**src/rtl/jcam_map.svh**
```systemverilog
`ifndef JCAM_MAP_SVH
`define JCAM_MAP_SVH

// Register offsets on the local microprocessor port.
`define JCAM_OFF_CFG_BYTE     4'h0
`define JCAM_OFF_FLAGS        4'h1
`define JCAM_OFF_ADDR         4'h2
`define JCAM_OFF_CTRL         4'h3
`define JCAM_OFF_QUERY3       4'h4
`define JCAM_OFF_STATUS       4'h5

// Field positions.
`define JCAM_FLG_PARITY_EN    0
`define JCAM_FLG_LOOPBACK     1
`define JCAM_FLG_TAPE         2
`define JCAM_FLG_SPARE        3
`define JCAM_Q3_TAPE          0
`define JCAM_Q3_SPARE         1
`define JCAM_CTL_HS3          0
`define JCAM_CTL_DIAG_START   1
`define JCAM_CTL_DIAG_FAIL    2
`define JCAM_CTL_DIAG_DONE    3
`define JCAM_CTL_RST          8'h00
`define JCAM_DRIVE_NONE       4'h0

// Light timing at 250 MHz: half of a 1 Hz period.
`define JCAM_CLK_HZ           250000000
`define JCAM_BLINK_HZ         1
`define JCAM_BLINK_HALF       (`JCAM_CLK_HZ / (2 * `JCAM_BLINK_HZ))

`endif

```
**src/rtl/jcam_pkg.sv**
```systemverilog
package jcam_pkg;

    typedef struct packed {
        logic       spare;
        logic       tape;
        logic       loopback;
        logic       parity_dis;
        logic [7:0] cfg_byte;
        logic [3:0] dev_addr;
    } jcam_jumpers_t;

    typedef struct packed {
        logic [3:0] cmd_code;
        logic [3:0] dev_addr;
    } jcam_cmd_t;

    typedef enum logic [1:0] {
        JCAM_IDLE = 2'b00,
        JCAM_RUN  = 2'b01,
        JCAM_WAIT = 2'b11,
        JCAM_FAIL = 2'b10
    } jcam_diag_t;

endpackage

```
**src/rtl/jcam_top.sv**
```systemverilog
// The register offsets and the strobed register port were chosen for this implementation.
`timescale 1ns/1ps
`include "jcam_map.svh"
module jcam_top import jcam_pkg::*; #(
    parameter int BLINK_HALF = `JCAM_BLINK_HALF
) (
    // Clock, reset, enable
    input  wire logic       clk,
    input  wire logic       rst_b,
    input  wire logic       ce,
    // Configuration jumper header pins
    input  wire logic [15:0] config_jumper_header,
    // Host command bus
    input  wire logic [7:0] cmd_bus,
    input  wire logic       cmd_parity,
    input  wire logic       cmd_strobe,
    // Command decode results
    output logic            cmd_hit,
    output logic [3:0]      cmd_code,
    output logic            parity_err_irq,
    // Disk head select
    input  wire logic [3:0] head_num,
    input  wire logic       write_current_lowering_req,
    output logic [2:0]      head_sel,
    output logic            write_current_lowering,
    // Diagnostics and light
    output logic            diag_run,
    output logic            power_light,
    // Register port
    input  wire logic [3:0] reg_addr,
    input  wire logic [7:0] reg_wdata,
    input  wire logic       reg_wr,
    input  wire logic       reg_rd,
    output logic [7:0]      reg_rdata
);
    logic [15:0]   jmp_sync;
    jcam_jumpers_t jmp_r;
    logic          jmp_valid_r;
    logic [2:0]    stb_sync_r;
    logic          stb_lvl_r;
    logic          stb_prev_r;
    jcam_cmd_t     cmd_r;
    logic          cmd_par_r;
    logic          stb_rise;
    logic          par_ok;
    logic [7:0]    ctrl_r;
    jcam_diag_t    diag_r;
    jcam_diag_t    diag_nxt;
    logic          blink;
    logic          diag_done_r;
    logic          diag_fail_r;

    jcam_sync #(
        .WIDTH (16)
    ) u_sync (
        .clk      (clk),
        .rst_b    (rst_b),
        .ce       (ce),
        .pin_in   (config_jumper_header),
        .sync_out (jmp_sync)
    );

    // Header pins 1..4 carry address bits 3..0, pins 5..12 the config byte bits 7..0.
    always_ff @(posedge clk) begin
        if (!rst_b) begin
            jmp_r       <= '0;
            jmp_valid_r <= 1'b0;
        end else if (ce) begin
            jmp_valid_r         <= 1'b1;
            jmp_r.dev_addr      <= {jmp_sync[0], jmp_sync[1], jmp_sync[2], jmp_sync[3]};
            jmp_r.cfg_byte      <= {jmp_sync[4], jmp_sync[5], jmp_sync[6], jmp_sync[7],
                                    jmp_sync[8], jmp_sync[9], jmp_sync[10], jmp_sync[11]};
            jmp_r.parity_dis    <= jmp_sync[12];
            jmp_r.loopback      <= jmp_sync[13];
            jmp_r.tape          <= jmp_sync[14];
            jmp_r.spare         <= jmp_sync[15];
        end
    end

    // Command bus sampling: the strobe passes three flops and its level moves only
    // once stages two and three agree, so a slow or noisy edge counts once.
    always_ff @(posedge clk) begin
        if (!rst_b) begin
            stb_sync_r <= 3'b000;
            stb_lvl_r  <= 1'b0;
            stb_prev_r <= 1'b0;
            cmd_r      <= '0;
            cmd_par_r  <= 1'b0;
        end else if (ce) begin
            stb_sync_r <= {stb_sync_r[1:0], cmd_strobe};
            if (stb_sync_r[1] == stb_sync_r[2]) begin
                stb_lvl_r <= stb_sync_r[2];
            end
            stb_prev_r <= stb_lvl_r;
            cmd_r      <= jcam_cmd_t'(cmd_bus);
            cmd_par_r  <= cmd_parity;
        end
    end

    assign stb_rise = stb_lvl_r & ~stb_prev_r;
    // Odd parity over the command byte and parity line.
    assign par_ok   = ^{cmd_r, cmd_par_r};

    always_ff @(posedge clk) begin
        if (!rst_b) begin
            cmd_hit        <= 1'b0;
            cmd_code       <= 4'h0;
            parity_err_irq <= 1'b0;
        end else if (ce) begin
            cmd_hit        <= 1'b0;
            parity_err_irq <= 1'b0;
            if (stb_rise && jmp_valid_r && cmd_r.dev_addr == jmp_r.dev_addr) begin
                if (!jmp_r.parity_dis && !par_ok) begin
                    parity_err_irq <= 1'b1;
                end else begin
                    cmd_hit  <= 1'b1;
                    cmd_code <= cmd_r.cmd_code;
                end
            end
        end
    end

    // Head select with optional fourth bit on the write current lowering line.
    always_ff @(posedge clk) begin
        if (!rst_b) begin
            head_sel               <= 3'h0;
            write_current_lowering <= 1'b0;
        end else if (ce) begin
            head_sel <= head_num[2:0];
            write_current_lowering <= ctrl_r[`JCAM_CTL_HS3] ? head_num[3]
                                                            : write_current_lowering_req;
        end
    end

    // Control register; diag start/fail/done bits are one-shot from the microprocessor.
    always_ff @(posedge clk) begin
        if (!rst_b) begin
            ctrl_r <= `JCAM_CTL_RST;
        end else if (ce) begin
            ctrl_r[7:1] <= 7'h0;
            if (reg_wr && reg_addr == `JCAM_OFF_CTRL) begin
                ctrl_r <= reg_wdata;
            end
        end
    end

    // Diagnostic sequencer: run, wait for result, repeat in loopback.
    always_comb begin
        diag_nxt = diag_r;
        unique case (diag_r)
            JCAM_IDLE: if (ctrl_r[`JCAM_CTL_DIAG_START]) diag_nxt = JCAM_RUN;
            JCAM_RUN:  diag_nxt = JCAM_WAIT;
            JCAM_WAIT: begin
                if (ctrl_r[`JCAM_CTL_DIAG_FAIL]) begin
                    diag_nxt = JCAM_FAIL;
                end else if (ctrl_r[`JCAM_CTL_DIAG_DONE]) begin
                    diag_nxt = jmp_r.loopback ? JCAM_RUN : JCAM_IDLE;
                end
            end
            JCAM_FAIL: diag_nxt = JCAM_FAIL;
        endcase
    end

    always_ff @(posedge clk) begin
        if (!rst_b) begin
            diag_r      <= JCAM_IDLE;
            diag_run    <= 1'b0;
            diag_done_r <= 1'b0;
            diag_fail_r <= 1'b0;
        end else if (ce) begin
            diag_r   <= diag_nxt;
            diag_run <= (diag_nxt == JCAM_RUN);
            if (diag_r == JCAM_WAIT && ctrl_r[`JCAM_CTL_DIAG_DONE]) begin
                diag_done_r <= 1'b1;
            end
            diag_fail_r <= (diag_nxt == JCAM_FAIL);
        end
    end

    jcam_blink #(
        .HALF (BLINK_HALF)
    ) u_blink (
        .clk    (clk),
        .rst_b  (rst_b),
        .ce     (ce),
        .enable (jmp_r.loopback && diag_r != JCAM_IDLE && diag_r != JCAM_FAIL),
        .blink  (blink)
    );

    // Light: blinks in loopback while the diagnostic is not idle, off after failure, steady on otherwise.
    always_ff @(posedge clk) begin
        if (!rst_b) begin
            power_light <= 1'b0;
        end else if (ce) begin
            if (diag_r == JCAM_FAIL) begin
                power_light <= 1'b0;
            end else if (jmp_r.loopback && diag_r != JCAM_IDLE) begin
                power_light <= blink;
            end else begin
                power_light <= 1'b1;
            end
        end
    end

    // Register read port: data in the cycle after the read strobe.
    always_ff @(posedge clk) begin
        if (!rst_b) begin
            reg_rdata <= 8'h00;
        end else if (ce) begin
            reg_rdata <= 8'h00;
            if (reg_rd) begin
                unique case (reg_addr)
                    `JCAM_OFF_CFG_BYTE: reg_rdata <= jmp_r.cfg_byte;
                    `JCAM_OFF_FLAGS:    reg_rdata <= {4'h0, jmp_r.spare, jmp_r.tape,
                                                      jmp_r.loopback, ~jmp_r.parity_dis};
                    `JCAM_OFF_ADDR:     reg_rdata <= {4'h0, jmp_r.dev_addr};
                    `JCAM_OFF_CTRL:     reg_rdata <= {7'h0, ctrl_r[`JCAM_CTL_HS3]};
                    `JCAM_OFF_QUERY3:   reg_rdata <= {6'h0, jmp_r.spare, jmp_r.tape};
                    `JCAM_OFF_STATUS:   reg_rdata <= {4'h0, diag_fail_r, diag_done_r, diag_r};
                    default:            reg_rdata <= 8'h00;
                endcase
            end
        end
    end
endmodule

```
**src/rtl/jcam_sync.sv**
```systemverilog
`timescale 1ns/1ps
// Three-stage pin synchroniser; the output changes once stages two and three agree.
module jcam_sync import jcam_pkg::*; #(
    parameter int WIDTH = 1
) (
    // Clock and reset
    input  wire logic             clk,
    input  wire logic             rst_b,
    input  wire logic             ce,
    // Data
    input  wire logic [WIDTH-1:0] pin_in,
    output logic      [WIDTH-1:0] sync_out
);
    logic [WIDTH-1:0] s1_r;
    logic [WIDTH-1:0] s2_r;
    logic [WIDTH-1:0] s3_r;

    always_ff @(posedge clk) begin
        if (!rst_b) begin
            s1_r     <= '0;
            s2_r     <= '0;
            s3_r     <= '0;
            sync_out <= '0;
        end else if (ce) begin
            s1_r <= pin_in;
            s2_r <= s1_r;
            s3_r <= s2_r;
            for (int i = 0; i < WIDTH; i++) begin
                if (s2_r[i] == s3_r[i]) begin
                    sync_out[i] <= s3_r[i];
                end
            end
        end
    end
endmodule

```
**src/rtl/jcam_blink.sv**
```systemverilog
`timescale 1ns/1ps
`include "jcam_map.svh"
// Toggles its output every half period while enabled; holds low otherwise.
module jcam_blink import jcam_pkg::*; #(
    parameter int HALF = `JCAM_BLINK_HALF
) (
    // Clock and reset
    input  wire logic clk,
    input  wire logic rst_b,
    input  wire logic ce,
    // Control
    input  wire logic enable,
    output logic      blink
);
    logic [31:0] cnt_r;

    always_ff @(posedge clk) begin
        if (!rst_b) begin
            cnt_r <= 32'h0;
            blink <= 1'b0;
        end else if (ce) begin
            if (!enable) begin
                cnt_r <= 32'h0;
                blink <= 1'b0;
            end else if (cnt_r >= 32'(HALF - 1)) begin
                cnt_r <= 32'h0;
                blink <= ~blink;
            end else begin
                cnt_r <= cnt_r + 32'h1;
            end
        end
    end
endmodule

```
**config.mk**
```make
export PLATFORM = sky130hd
export DESIGN_NAME = jcam_top
export DESIGN_NICKNAME = d
export VERILOG_FILES = /design/src/rtl/jcam_pkg.sv /design/src/rtl/jcam_top.sv /design/src/rtl/jcam_sync.sv /design/src/rtl/jcam_blink.sv
export VERILOG_INCLUDE_DIRS = /design/src /design/src/rtl
export SDC_FILE = /design/constraint.sdc
export NUM_CORES = 1
export LEC_CHECK = 0
export BUFFER_PORTS_ARGS = -buffer_cell sky130_fd_sc_hd__clkbuf_2
export CAP_MARGIN = 10
export CORE_MARGIN = 5
export CORE_UTILIZATION = 40
export CTS_CLUSTER_DIAMETER = 60
export DETAILED_ROUTE_END_ITERATION = 7
export PLACE_DENSITY = 0.55
export SYNTH_ARGS = -nofsm -noshare
export SYNTH_HDL_FRONTEND = slang
export SYNTH_SLANG_ARGS = --single-unit
```
**constraint.sdc**
```tcl
create_clock -name clk -period 4.7 [get_ports clk]
set_input_delay 0.705 -clock clk [delete_from_list [all_inputs] [get_ports clk]]
set_output_delay 0.705 -clock clk [all_outputs]
set_load 0.03 [all_outputs]
```
Yosys cells after proc, flatten, opt, wreduce, memory -nomap -nowiden
Index checks and enable logic that the tools add are counted.

word-level totals
  flip-flop bits (word level) = 156
  input port bits = 48
  output and inout bits = 20

operators by class
  add/sub/neg operators = 1
  order comparisons = 1
  equal/unequal tests = 30
  muxes and demuxes = 19
  bitwise logic cells = 5
  reductions and logical operators = 34

operator list
  operator                                                                  count
  32-bit 2-to-1 mux                                                         2
  8-bit case mux with 6 select lines                                        1
  2-bit AND reduction                                                       20
  32-bit by 1-bit adder with 32-bit output (second input constant)          1
  32-bit by 27-bit >= comparator with 1-bit output (second input constant)  1
  1-bit equality test                                                       17
  1-bit 2-to-1 mux                                                          10
  9-bit XOR reduction                                                       1
  4-bit by 2-bit equality test with 1-bit output (second input constant)    2
  4-bit by 3-bit equality test with 1-bit output (second input constant)    2
  8-bit 2-to-1 mux                                                          1
  2-bit case mux with 4 select lines                                        1
  1-bit logical AND                                                         7
  2-bit equality test (second input constant)                               3
  2-bit 2-to-1 mux                                                          3
  2-bit by 1-bit equality test with 1-bit output (second input constant)    2
  4-bit by 1-bit equality test with 1-bit output (second input constant)    1
  4-bit equality test                                                       1
  4-bit zero test                                                           1
  4-bit 2-to-1 mux                                                          1
  2-bit inequality test (second input constant)                             2
  1-bit inverter                                                            4
  3-bit AND reduction                                                       1
  1-bit zero test                                                           2
  3 further kinds                                                           3

Longest topological paths before layout
  word-level depth = 5
  mapped depth = 8

Modules after synthesis
From an unflattened synthesis, not the netlist that was laid out.

second synthesis, totals
  cells, all modules = 700
  area, all modules = 6919.1 um2

by module, submodules not included
  module      instances  cells each  area each (um2)  seq. area each (um2)
  jcam_sync   1          258         2707.6           1281.2
  jcam_top    1          258         2471.1           1181.1
  jcam_blink  1          184         1740.4           660.6

Worst setup path before layout
OpenSTA, ideal clock, no wires.

  kind = input to register
  from = input port reg_addr[2]
  to = register reg_rdata[3]
  library setup time = 0.128 ns
  data arrival time = 1.833 ns
  path slack = 2.739 ns
  cell stages on the path = 7
  path through = clkbuf_1 -> mux2_2 -> a22oi_1 -> nor2_1 -> a31oi_1 -> a2bb2oi_1 -> nor2_1

between the ends
  cells in the longest elaborated chain, start to end = 3
  elaborated cells between the ends (all ways) = 8
  those cells by class = eq/ne: 5; mux: 2; reduce/logical: 1

ends and longest elaborated chain
  what                                                                    RTL line         RTL
  start, declared                                                         jcam_top.sv:30   input wire logic [3:0] reg_addr,
  4-bit by 3-bit equality test with 1-bit output (tied with other cells)  jcam_top.sv:212  unique case (reg_addr)
  8-bit case mux with 6 select lines (*)                                  jcam_top.sv:212
  8-bit 2-to-1 mux (*)                                                    jcam_top.sv:211  if (reg_rd) begin
  end signal, assigned                                                    jcam_top.sv:213  `JCAM_OFF_CFG_BYTE: reg_rdata <= jmp_r.cfg_byte;
  end signal, assigned                                                    jcam_top.sv:214  `JCAM_OFF_FLAGS: reg_rdata <= {4'h0, jmp_r.spare, jmp_r.tape,
  end signal, assigned                                                    jcam_top.sv:216  `JCAM_OFF_ADDR: reg_rdata <= {4'h0, jmp_r.dev_addr};
  end, declared                                                           jcam_top.sv:34   output logic [7:0] reg_rdata

Mark *: on every way between the ends. The rest lies on a longest branch, timed or not.
A chain may end at the register's enable or synchronous reset.

==> flow_metrics.env <==
export IMPL_yosysSeqAreaShare=0.492
export IMPL_report_final_slew_viol_count=0
export IMPL_r2r_slack_ps=2710
export IMPL_start_util=0.404
export IMPL_worstReg2RegStart="u_blink.cnt_r[0]$_SDFFE_PN0P_"
export IMPL_crit_fanout=78
export IMPL_pre_cts_slack_ps=1910
export IMPL_crit_chain="buf_4 > buf_4 > nand4_1 > xor2_1 > nor2_1"
export IMPL_worst_slew_pin_slew_ps=1170
export IMPL_layout_commonest_cell="dfxtp_1"
export IMPL_cts_tree="done"
export IMPL_max_slew_margin_rel=0.217
export IMPL_crit_type="input port to register"
export IMPL_ios=68
export IMPL_grt_pass1_vias=4525
export IMPL_grt_max_degree=95
export IMPL_track_usage=0.147
export IMPL_grt_antenna_before_repair=0
export IMPL_cpMostUsedCell="buf_4"
export IMPL_hpwlAfterDp_mm=8.67
export IMPL_fin_ws_ps=2370
export IMPL_fin_nets=769
export IMPL_yosys_register_bits=156
export IMPL_cap_violations=0
export IMPL_ant_nets=0
export IMPL_cts_buffer_depth=2
export IMPL_startpoint_type="input port"
export IMPL_hold_violations=0
export IMPL_routed_wl_mm=13.1
export IMPL_clock_skew_ps=8.85
export IMPL_antenna_cells=0
export IMPL_yosys_warnings=0
export IMPL_cts_buffers_inserted=17
export IMPL_die_w_um=136
export IMPL_setup_violations=0
export IMPL_worstPathArrival_ps=2610
export IMPL_ctsResizeCount=0
export IMPL_max_vdd_ir_drop_v=0.000246
export IMPL_synth_avg_cell_area_um2=9.45
export IMPL_routabilityCongestion=0.760
export IMPL_area_growth_pct=15.4
export IMPL_p_leak_nw=3.11
export IMPL_via_per_inst=4.97
export IMPL_n_fill_cell=1545
export IMPL_layout_drive_gt1_share=0.164
export IMPL_ff2ff_path_depth=8
export IMPL_vias=4704
export IMPL_utilization=0.467
export IMPL_powerDensity_mw_per_mm2=383
export IMPL_grt_pass1_wl_mm=22.0
export IMPL_whs_path_depth=2
export IMPL_root_buffer="clkbuf_16"
export IMPL_die_area_mm2=0.0185
export IMPL_hold_end="diag_done_r$_SDFFE_PN0P_"
export IMPL_overflow=0
export IMPL_post_route_period_util=0.495
export IMPL_drcViolationCount=0
export IMPL_htree_levels=4
export IMPL_clk_latency_ps=420
export IMPL_final_cell_mix="dfxtp_1 (156), nor2_1 (131), mux2i_1 (87)"
export IMPL_cp_slowest_stage_delay_ps=960
export IMPL_port_buffers=63
export IMPL_cp_required_ps=4990
export IMPL_cts_hold_buf=0
export IMPL_hp_start="diag_done_r$_SDFFE_PN0P_"
export IMPL_fmax_ghz=0.430
export IMPL_synth_net_count=721
export IMPL_ys_types=55
export IMPL_min_path_type="register to register"
export IMPL_core_area_mm2=0.0157
export IMPL_synth_edf_count=0
export IMPL_ys_async_sr_fraction=0
export IMPL_die_y_um=136
export IMPL_netlist_area_mm2=0.00635
export IMPL_post_cts_buffers=0
export IMPL_ys_flop_type="dfxtp_1"
export IMPL_cpMaxStageDelayCell="buf_4"
export IMPL_end_kind="register"
export IMPL_drt_pass1_iterations=4
export IMPL_rsz0062_at_grt="false"
export IMPL_fp_row_count=46
export IMPL_path_clk_slew_ps=60
export IMPL_rr_endpoint="u_blink.cnt_r[14]$_SDFFE_PN0P_"
export IMPL_status="finished clean"
export IMPL_fin_crit_ps=2330
export IMPL_cts_sinks=156
export IMPL_setup_tns_final_ps=0
export IMPL_drt_wirelength_per_cell_um=13.9
export IMPL_drtIter0Drc=262
export IMPL_synth_cells=672
cell type report:
| cell class | count | area (µm²) | area share |
|---|---|---|---|
| multi-input combinational | 473 | 3020 | 0.412 |
| inverter | 5 | 20.0 | 0.00273 |
| tap | 216 | 270 | 0.0369 |
| clock buffer | 20 | 457 | 0.0623 |
| timing repair buffer | 67 | 348 | 0.0474 |
| sequential | 156 | 3120 | 0.426 |
| clock inverter | 9 | 90.1 | 0.0123 |
how the worst max path moves through the flow:
stage	startpoint	end	slack, ps	cells past startpoint
final	ce	u_blink.cnt_r[4]$_SDFFE_PN0P_	2370	5
after detailed placement	ce	u_blink.cnt_r[4]$_SDFFE_PN0P_	1910	5
after global placement	ce	u_blink.cnt_r[4]$_SDFFE_PN0P_	1930	5
after global routing	ce	u_blink.cnt_r[4]$_SDFFE_PN0P_	2190	5
after CTS	ce	u_blink.cnt_r[4]$_SDFFE_PN0P_	2350	5
after floorplan	reg_addr[2]	reg_rdata[3]$_SDFFE_PN0P_	2740	7
per-stage QoR:
| stage | hold slack, ps | cells | power (mW) | instance area, µm² |
|---|---|---|---|---|
| finish | 447 | 946 | 2.81 | 7330 |
| detailed placement | 440 | 917 | 1.57 | 6780 |
| CTS | 449 | 946 | 2.85 | 7330 |
| floorplan | 422 | 672 | 1.52 | 6350 |
| global route | 469 | 946 | 2.92 | 7330 |
| global placement | 433 | 917 | 1.56 | 6780 |
layer usage:
layer | GRT usage | vias up | wire (µm)
met5 | 0 | - | 0
met1 | 0.201 | 2218 | 6670
met4 | 0.0538 | 0 | 184
li1 | - | 2410 | -
met2 | 0.222 | 64 | 5750
met3 | 0.0411 | 12 | 509
sequential cells by signal (all words and copies together) (netlist names), 8 cells and up:
name	flops
u_blink.cnt_r	32
jmp_r	16
u_sync.s1_r	16
u_sync.s2_r	16
u_sync.s3_r	16
u_sync.sync_out	16
cmd_r	8
reg_rdata	8
logic make-up after synthesis:
| kind of cell | after synthesis | share of synthesized area |
|---|---|---|
| adders and majority gates | 1 | 0.00197 |
| and+or+nand+nor | 242 | 0.171 |
| buffers and inverters | 43 | 0.0321 |
| xor gates and xnor gates | 39 | 0.0560 |
| AOI/OAI and AO/OA | 101 | 0.103 |
| DFF | 156 | 0.492 |
| muxes | 90 | 0.144 |
report_power, final:
part           switching (mW)  total, mW  internal, mW
Clock                   0.524       1.27         0.750
Combinational          0.0941      0.164        0.0697
Sequential             0.0211       1.37          1.35
Total                   0.639       2.81          2.17
cell usage after synthesis, types with 4 or more instances:
cell type	n	share of area
nand3_1	19	0.015
xor2_1	22	0.030
mux2i_1	87	0.14
inv_1	4	0.0024
nor4_1	4	0.0039
nor2_2	11	0.011
o21ai_0	21	0.017
nor3_1	9	0.0071
xnor2_1	16	0.022
a31oi_1	4	0.0039
buf_1	4	0.0024
nor2_1	131	0.077
clkbuf_1	22	0.013
a21oi_1	30	0.024
buf_2	8	0.0063
dfxtp_1	156	0.49
a22oi_1	9	0.011
a21o_1	19	0.022
nand2_1	39	0.023
and3_1	5	0.0049
nand4_1	7	0.0069
worst max-delay path, delay by kind of cell:
family / cells / cell delay [ps]
buf+inv: 2 / 1410
simple gates: 2 / 260
xor+xnor: 1 / 200
Power figures use the tool's default switching activity.
